**src/shared/irq_pkg.sv**
```systemverilog
package irq_pkg;
    localparam int          NUM_IRQ    = 32;
    localparam int          PRIO_W     = 2;
    localparam int          EXC_W      = 6;
    localparam int          IDX_W      = 5;
    localparam int          RUN_W      = 3;
    localparam logic [5:0]  EXC_BASE   = 6'h10;
    localparam logic [5:0]  EXC_LAST   = 6'h2f;
    localparam logic [2:0]  PRIO_IDLE  = 3'h4;
endpackage : irq_pkg

```
**src/design/nested_vectored_irq_unit.sv**
```systemverilog
module nested_vectored_irq_unit #(
    parameter int NUM_IRQ = irq_pkg::NUM_IRQ
) (
    // Clock and reset
    input  wire logic                     core_clk,
    input  wire logic                     rst_n,
    // Peripheral request lines, asynchronous
    input  wire logic [NUM_IRQ-1:0]       irq_line,
    // Per-line setup
    input  wire logic [NUM_IRQ-1:0]       irq_enable,
    input  wire logic [2*NUM_IRQ-1:0]     irq_priority,
    // Core handshake
    input  wire logic                     isr_enter,
    input  wire logic                     isr_exit,
    input  wire logic [5:0]               isr_exit_num,
    output logic                          irq_req,
    output logic [5:0]                    irq_exc_num
);

    ////////////////////////////////////////////////////////////////////////////////
    // Line synchronisers and edge detection.

    logic [NUM_IRQ-1:0] sync1;
    logic [NUM_IRQ-1:0] sync2;
    logic [NUM_IRQ-1:0] prev;
    logic [NUM_IRQ-1:0] edge_v;

    always_ff @(posedge core_clk) begin
        if (!rst_n) begin
            sync1 <= '0;
            sync2 <= '0;
            prev  <= '0;
        end else begin
            sync1 <= irq_line;
            sync2 <= sync1;
            prev  <= sync2;
        end
    end

    // A pulse and the leading edge of a level look alike here, so no line needs a mode bit.
    assign edge_v = sync2 & ~prev;

    ////////////////////////////////////////////////////////////////////////////////
    // Pending and active state.

    logic [NUM_IRQ-1:0] pending;
    logic [NUM_IRQ-1:0] active;
    logic [NUM_IRQ-1:0] next_pending;
    logic [NUM_IRQ-1:0] next_active;
    logic [5:0]         enter_off;
    logic [5:0]         exit_off;
    logic [4:0]         enter_idx;
    logic [4:0]         exit_idx;
    logic               enter_ok;

    assign enter_off = irq_exc_num - irq_pkg::EXC_BASE;
    assign exit_off  = isr_exit_num - irq_pkg::EXC_BASE;
    assign enter_idx = enter_off[4:0];
    assign exit_idx  = exit_off[4:0];
    assign enter_ok  = isr_enter && irq_req;

    always_comb begin
        next_pending = pending;
        next_active  = active;
        if (isr_exit) begin
            next_active[exit_idx] = 1'b0;
            if (sync2[exit_idx]) begin
                next_pending[exit_idx] = 1'b1;
            end
        end
        if (enter_ok) begin
            next_pending[enter_idx] = 1'b0;
            next_active[enter_idx]  = 1'b1;
        end
        // New edges are applied last so that an edge never loses to a clear.
        next_pending = next_pending | edge_v;
    end

    always_ff @(posedge core_clk) begin
        if (!rst_n) begin
            pending <= '0;
            active  <= '0;
        end else begin
            pending <= next_pending;
            active  <= next_active;
        end
    end

    ////////////////////////////////////////////////////////////////////////////////
    // Priority resolution.

    function automatic logic [1:0] prio_of(input logic [2*NUM_IRQ-1:0] p, input int i);
        prio_of = p[2*i +: 2];
    endfunction : prio_of

    logic [NUM_IRQ-1:0] cand;
    logic               cand_found;
    logic [2:0]         best_prio;
    logic [4:0]         best_idx;
    logic [2:0]         run_prio;
    logic [NUM_IRQ-1:0] same_prio;
    logic               next_irq_req;
    logic [5:0]         next_exc_num;

    always_comb begin
        cand = pending & irq_enable;
        if (enter_ok) begin
            cand[enter_idx] = 1'b0;
        end
        cand_found = 1'b0;
        best_prio  = irq_pkg::PRIO_IDLE;
        best_idx   = 5'h00;
        run_prio   = irq_pkg::PRIO_IDLE;
        // Walking downward with <= leaves the lowest index among equals.
        for (int i = NUM_IRQ - 1; i >= 0; i--) begin
            if (cand[i] && ({1'b0, prio_of(irq_priority, i)} <= best_prio)) begin
                cand_found = 1'b1;
                best_prio  = {1'b0, prio_of(irq_priority, i)};
                best_idx   = 5'(i);
            end
            if (active[i] && ({1'b0, prio_of(irq_priority, i)} < run_prio)) begin
                run_prio = {1'b0, prio_of(irq_priority, i)};
            end
        end
        // The routine entered this cycle is not in active yet, but it already blocks
        // equal and less urgent lines; otherwise a same-level line would be offered
        // one cycle after each entry and the core would nest it wrongly.
        if (enter_ok && ({1'b0, prio_of(irq_priority, int'(enter_idx))} < run_prio)) begin
            run_prio = {1'b0, prio_of(irq_priority, int'(enter_idx))};
        end
        for (int j = 0; j < NUM_IRQ; j++) begin
            same_prio[j] = ({1'b0, prio_of(irq_priority, j)} == best_prio);
        end
        // Only a strictly more urgent request interrupts the running routine.
        next_irq_req = cand_found && (best_prio < run_prio);
        next_exc_num = irq_pkg::EXC_BASE + {1'b0, best_idx};
    end

    always_ff @(posedge core_clk) begin
        if (!rst_n) begin
            irq_req     <= 1'b0;
            irq_exc_num <= irq_pkg::EXC_BASE;
        end else begin
            irq_req     <= next_irq_req;
            irq_exc_num <= next_exc_num;
        end
    end

    // A second view of the winning level, built per level rather than per line, so
    // the checks below do not merely repeat the resolver's own loop.
    logic [3:0] lvl_any;
    logic [2:0] top_lvl;

    always_comb begin
        lvl_any = '0;
        for (int j = 0; j < NUM_IRQ; j++) begin
            if (cand[j]) begin
                lvl_any[prio_of(irq_priority, j)] = 1'b1;
            end
        end
        top_lvl = irq_pkg::PRIO_IDLE;
        for (int l = 3; l >= 0; l--) begin
            if (lvl_any[l]) begin
                top_lvl = 3'(l);
            end
        end
    end
endmodule : nested_vectored_irq_unit

```
**config.mk**
```make
export PLATFORM = sky130hd
export DESIGN_NAME = nested_vectored_irq_unit
export DESIGN_NICKNAME = d
export VERILOG_FILES = /design/src/shared/irq_pkg.sv /design/src/design/nested_vectored_irq_unit.sv
export SDC_FILE = /design/constraint.sdc
export NUM_CORES = 1
export LEC_CHECK = 0
export BUFFER_PORTS_ARGS = -buffer_cell sky130_fd_sc_hd__buf_2
export CAP_MARGIN = 20
export CORE_ASPECT_RATIO = 0.75
export CORE_MARGIN = 10
export CORE_UTILIZATION = 38
export CTS_CLUSTER_DIAMETER = 60
export DETAILED_ROUTE_END_ITERATION = 8
export PLACE_DENSITY = 0.67
export SYNTH_ARGS = -nofsm -noshare
export SYNTH_HDL_FRONTEND = slang
export SYNTH_SLANG_ARGS = --single-unit
```
**constraint.sdc**
```tcl
create_clock -name core_clk -period 112.5 [get_ports core_clk]
set_input_delay 16.875 -clock core_clk [delete_from_list [all_inputs] [get_ports core_clk]]
set_output_delay 16.875 -clock core_clk [all_outputs]
set_load 0.02 [all_outputs]
```
Word level (Yosys, flattened, before mapping)
Index checks and enable logic that the tools add are counted.

operators by class
  $add $sub $neg = 3
  order comparisons = 69
  shifts and indexed selects = 1
  muxes and demuxes = 141
  bitwise logic cells = 11
  reduce and logical (&&, ||, !) cells = 68

operator list
  kind                   count
  $mux W3                65
  $mux W32               6
  $and A32 B32 Y32       5
  $mux W5                32
  $lt A2 B3 Y1           32
  $not A32 Y32           3
  $or A32 B32 Y32        3
  $le A2 B3 Y1           31
  $logic_and A1 B1 Y1    68
  $shiftx A64 B7 Y2      1
  $mux W1                35
  $lt A5 B6 Y1 const B   2
  $demux W1 S5           2
  $ge A5 B1 Y1 const B   2
  $sub A5 B5 Y5 const B  2
  $add A5 B5 Y6 const A  1
  $bmux W1 S5            1
  $le A2 B3 Y1 const B   1
  $lt A3 B3 Y1           1

storage, ports and cells
  register bits = 167
  output and inout bits = 7
  logic and storage cells = 300

Longest topological paths before layout
  depth after elaboration = 105
  depth in mapped cells = 235

Worst setup path after synthesis
No wires, ideal clock.

  kind = input to register
  start = input isr_enter
  end = register irq_req
  setup time = 0.074 ns
  data arrival time = 55.256 ns
  data required time = 112.426 ns
  path slack = 57.169 ns
  cell stages on the path = 224
  buffers on the path = 2
  path through = buf_2 -> and4_1 -> a21boi_1 -> nand2_1 -> ha_1 -> nor2b_1 -> o21ai_0 -> o21ai_0 -> o21ai_0 -> ha_1 -> o21bai_1 -> nand2_1 -> o21ai_1 -> mux2_2 -> ha_1 -> nor2_1 -> a41o_1 -> a311oi_1 -> [188 not listed] -> o21ai_0 -> o21bai_1 -> inv_1 -> o31a_1 -> ha_1 -> nand2_1 -> o21ai_0 -> o21ai_1 -> mux2_4 -> ha_1 -> nand2_1 -> o21ai_0 -> o21ai_0 -> a21oi_1 -> ha_1 -> nand2b_1 -> o41a_1 -> a31oi_2

on the way
  longest elaborated chain between the ends = 99
  elaborated cells on any way between the ends = 133
  classes of those cells = order compare (32); mux (66); reduce/logical (35)

RTL lines
  item                   line                             source
  from (decl)            nested_vectored_irq_unit.sv:13   input wire logic isr_enter,
  $logic_and A1 B1 Y1 *  nested_vectored_irq_unit.sv:60   assign enter_ok = isr_enter && irq_req;
  $mux W32               nested_vectored_irq_unit.sv:107  if (enter_ok) begin
  $logic_and A1 B1 Y1    nested_vectored_irq_unit.sv:116  if (cand[i] && ({1'b0, prio_of(irq_priority, i)} <= best_prio)) begin
  $mux W3                nested_vectored_irq_unit.sv:116
  $le A2 B3 Y1           nested_vectored_irq_unit.sv:116
  $logic_and A1 B1 Y1    nested_vectored_irq_unit.sv:116
  $mux W3                nested_vectored_irq_unit.sv:116
  $le A2 B3 Y1           nested_vectored_irq_unit.sv:116
  [83 not listed]        n/a
  $le A2 B3 Y1           nested_vectored_irq_unit.sv:116
  $logic_and A1 B1 Y1    nested_vectored_irq_unit.sv:116
  $mux W3                nested_vectored_irq_unit.sv:116
  $le A2 B3 Y1           nested_vectored_irq_unit.sv:116
  $logic_and A1 B1 Y1    nested_vectored_irq_unit.sv:116
  $mux W3                nested_vectored_irq_unit.sv:116
  $lt A3 B3 Y1           nested_vectored_irq_unit.sv:135  next_irq_req = cand_found && (best_prio < run_prio);
  $logic_and A1 B1 Y1 *  nested_vectored_irq_unit.sv:135
  to (signal assigned)   nested_vectored_irq_unit.sv:144  irq_req <= next_irq_req;
  to (decl)              nested_vectored_irq_unit.sv:16   output logic irq_req,

Mark *: on every way between the ends. The rest lies on a longest branch, timed or not.
A chain may end at the register's enable or synchronous reset.

Final worst setup path
Ends and elaborated chain as after synthesis.

==> metrics.txt <==
Post-Layout Cell Count=2356; max cap viols=0; number of synthesized register bits=167; number of global-route vias before repair=13.2k; fmax=0.0160 GHz; Vias=14.1k; LEAKAGE=0.00632 µW; nets@finish=2084; CP peak stage delay=0.67 ns; Worst-path clk slew=0.07 ns; total wire length=47200 µm; num rows=60; WP data required=112.86 ns; Reg area=3340 µm²; CTS tree=done; Final WS setup=50.15 ns; FFs w/ async S/R, synth=0; Pwr Density=12.6 nW/µm²; CP endpoint kind=flop; dpl ws=50.65 ns; Resize count post-CTS=0; Max Slew Vio Count=0; Worst path slowest cell=o21ai_0; status=finished clean; CTS Root Cell=clkbuf_16; Syn Std Cell Area=13700 µm²; gr ovfl total=0; final worst path period share=0.554; Layout area overhead=12.4%; DP HPWL=37800 µm; average cell area after synthesis=7.72 µm²; number of post-CTS setup repair buffers=0; count leader, synth=nor2_1; Tmin final=62.35 ns; Clock Power Share=0.297; placed cell areas=14800 µm²; Comb pwr share=0.365; Yosys warnings=0; Arr. time, crit path=62.71 ns; Antenna Nets Post-Route=0; Max FO, Critical Path=13; gr usage total=0.208; placed cell count=2322; starting density of the core=0.383; area leader, netlist=dfxtp_1; startpoint types=primary input; Sink Count=167; Critical Path Most Common Cell=nor2_1; Max VDD drop=0.0000113 V; width of the die=239 µm; Total Power=194 µW; Synth area leaders=dfxtp_1 24%, ha_1 6.3%, and2_1 5.7%; hold_buf cts=0; sequential area share after synthesis=0.244; largest net degree at the start of global routing=142; RSZ-0062 raised after global routing=false; die area=44100 µm²; most used flip-flop cell after synthesis=dfxtp_1; GP Congestion=0.948; number of setup violations in the final report=0; DRT iter0 DRCs=1249; routed vias/inst=5.98; worst hold-check path type=reg -> reg; Sw Ratio=0.361; Net Count, Synth=1980; EDFF count, synth=0; Rel. slew slack=0.331; Unique masters post-synth=110; Port-buffer cells=143; io pins=145; routed len/inst=20.0 µm; P_int=124 µW; CTS buffer count=17; Seq pwr share=0.339; Pre-Repair DR Iteration Count=5; Die H=184 µm; post-synthesis cell count=1773; NetSw=70.1 µW; synth cell count leaders=169 x nor2_1, 167 x dfxtp_1, 137 x nand2_1; Fin. Hold Viols=0; H-tree depth=4; initial antenna violation count=6; Final Skew=0.00794 ns; area of the multi-input gates=9790 µm²; Final Cell Area=15400 µm²; Core ar.=35700 µm²; Clock Tree Buf Depth=2; Crit Path Class=in -> reg; Fin Setup TNS=0 ns; Layout fillers=3625; first-pass GRT wire length=73500 µm; worst-skew pair later-pin latency=0.43 ns; ratio of cells with drive above 1 in the final layout=0.153; DRC=0; area fraction of the dominant cell type after synthesis=0.244; worst slew pin tran=0.994 ns
cell usage in the layout (no fill, tap or decap), drive strengths merged, types with 12 or more instances in the layout:
cell type / synthesis / layout
a211oi: 15 / 15
a21boi: 43 / 43
a21o: 20 / 20
a21oi: 137 / 137
a31oi: 30 / 30
and2: 126 / 126
and3: 15 / 15
buf: 19 / 151
clkbuf: 47 / 22
dfxtp: 167 / 167
ha: 69 / 69
inv: 76 / 77
mux2: 14 / 14
mux2i: 12 / 12
mux4: 24 / 24
nand2: 138 / 138
nand2b: 19 / 19
nand3: 50 / 50
nor2: 169 / 169
nor2b: 46 / 46
nor3: 45 / 45
o211ai: 32 / 32
o21a: 50 / 50
o21ai: 122 / 122
o22ai: 30 / 30
o31ai: 14 / 14
or2: 18 / 18
or3: 21 / 21
power groups by stage:
stage                     sequential [µW]  clock, µW  combinational, µW
after floorplan                      65.7          0               49.2
after global placement               66.7          0               68.4
after detailed placement             66.8          0               69.4
after CTS                            65.5       58.0               69.8
after global routing                 66.0       60.9               78.5
final                                65.7       57.5               70.8
state kept, by name (all words and copies together) (netlist names):
register,count
active,32
irq_exc_num,6
irq_req,1
pending,32
prev,32
sync1,32
sync2,32
cell type report:
cell class / count / share of cell area
clock buffers: 22 / 0.0302
well taps: 465 / 0.0378
multi-input cells: 1464 / 0.636
inverters: 76 / 0.0185
repair buffers: 151 / 0.0519
diodes: 1 / 0.000163
clock inverters: 10 / 0.00789
flip-flops and latches: 167 / 0.217
worst max-delay path: cells and delay by family:
family | cells | cell delay [ns]
buffers and inverters | 8 | 1.03
muxes | 8 | 2.92
AOI/OAI and AO/OA | 95 | 20.18
and+or+nand+nor | 82 | 12.19
adders and majority gates | 34 | 9.45
through the flow:
stage / utilization / hold WS, ns
after floorplan: - / 0.412
after global placement: 0.413 / 0.420
after detailed placement: 0.413 / 0.418
after CTS: 0.430 / 0.433
after global routing: 0.431 / 0.440
final: 0.431 / 0.431
metal layers:
metal  global-route usage  up-vias  routed length (µm)
met5                    0        -                  23
met1                0.298     6567               22000
met2                0.300      612               19400
li1                     -     6826                   -
met4               0.0770        4                1550
met3               0.0403       88                4240
path summary, 6_finish.rpt:
kind	start	endpoint	slack, ns	cells after the start
max	isr_enter	irq_req	50.15	227
min	sync1[29]	sync2[29]	0.43	1
max reg2reg	irq_exc_num[3]	irq_req	65.98	225
min reg2reg	sync1[29]	sync2[29]	0.43	1
logic make-up after synthesis:
kind of cell               share of synthesized area
and+or+nand+nor                                0.283
adders and majority gates                     0.0653
DFF                                            0.244
buffers and inverters                         0.0407
AOI/OAI and AO/OA                              0.307
muxes                                         0.0600
Note: power is estimated with default switching activity, not from simulation.
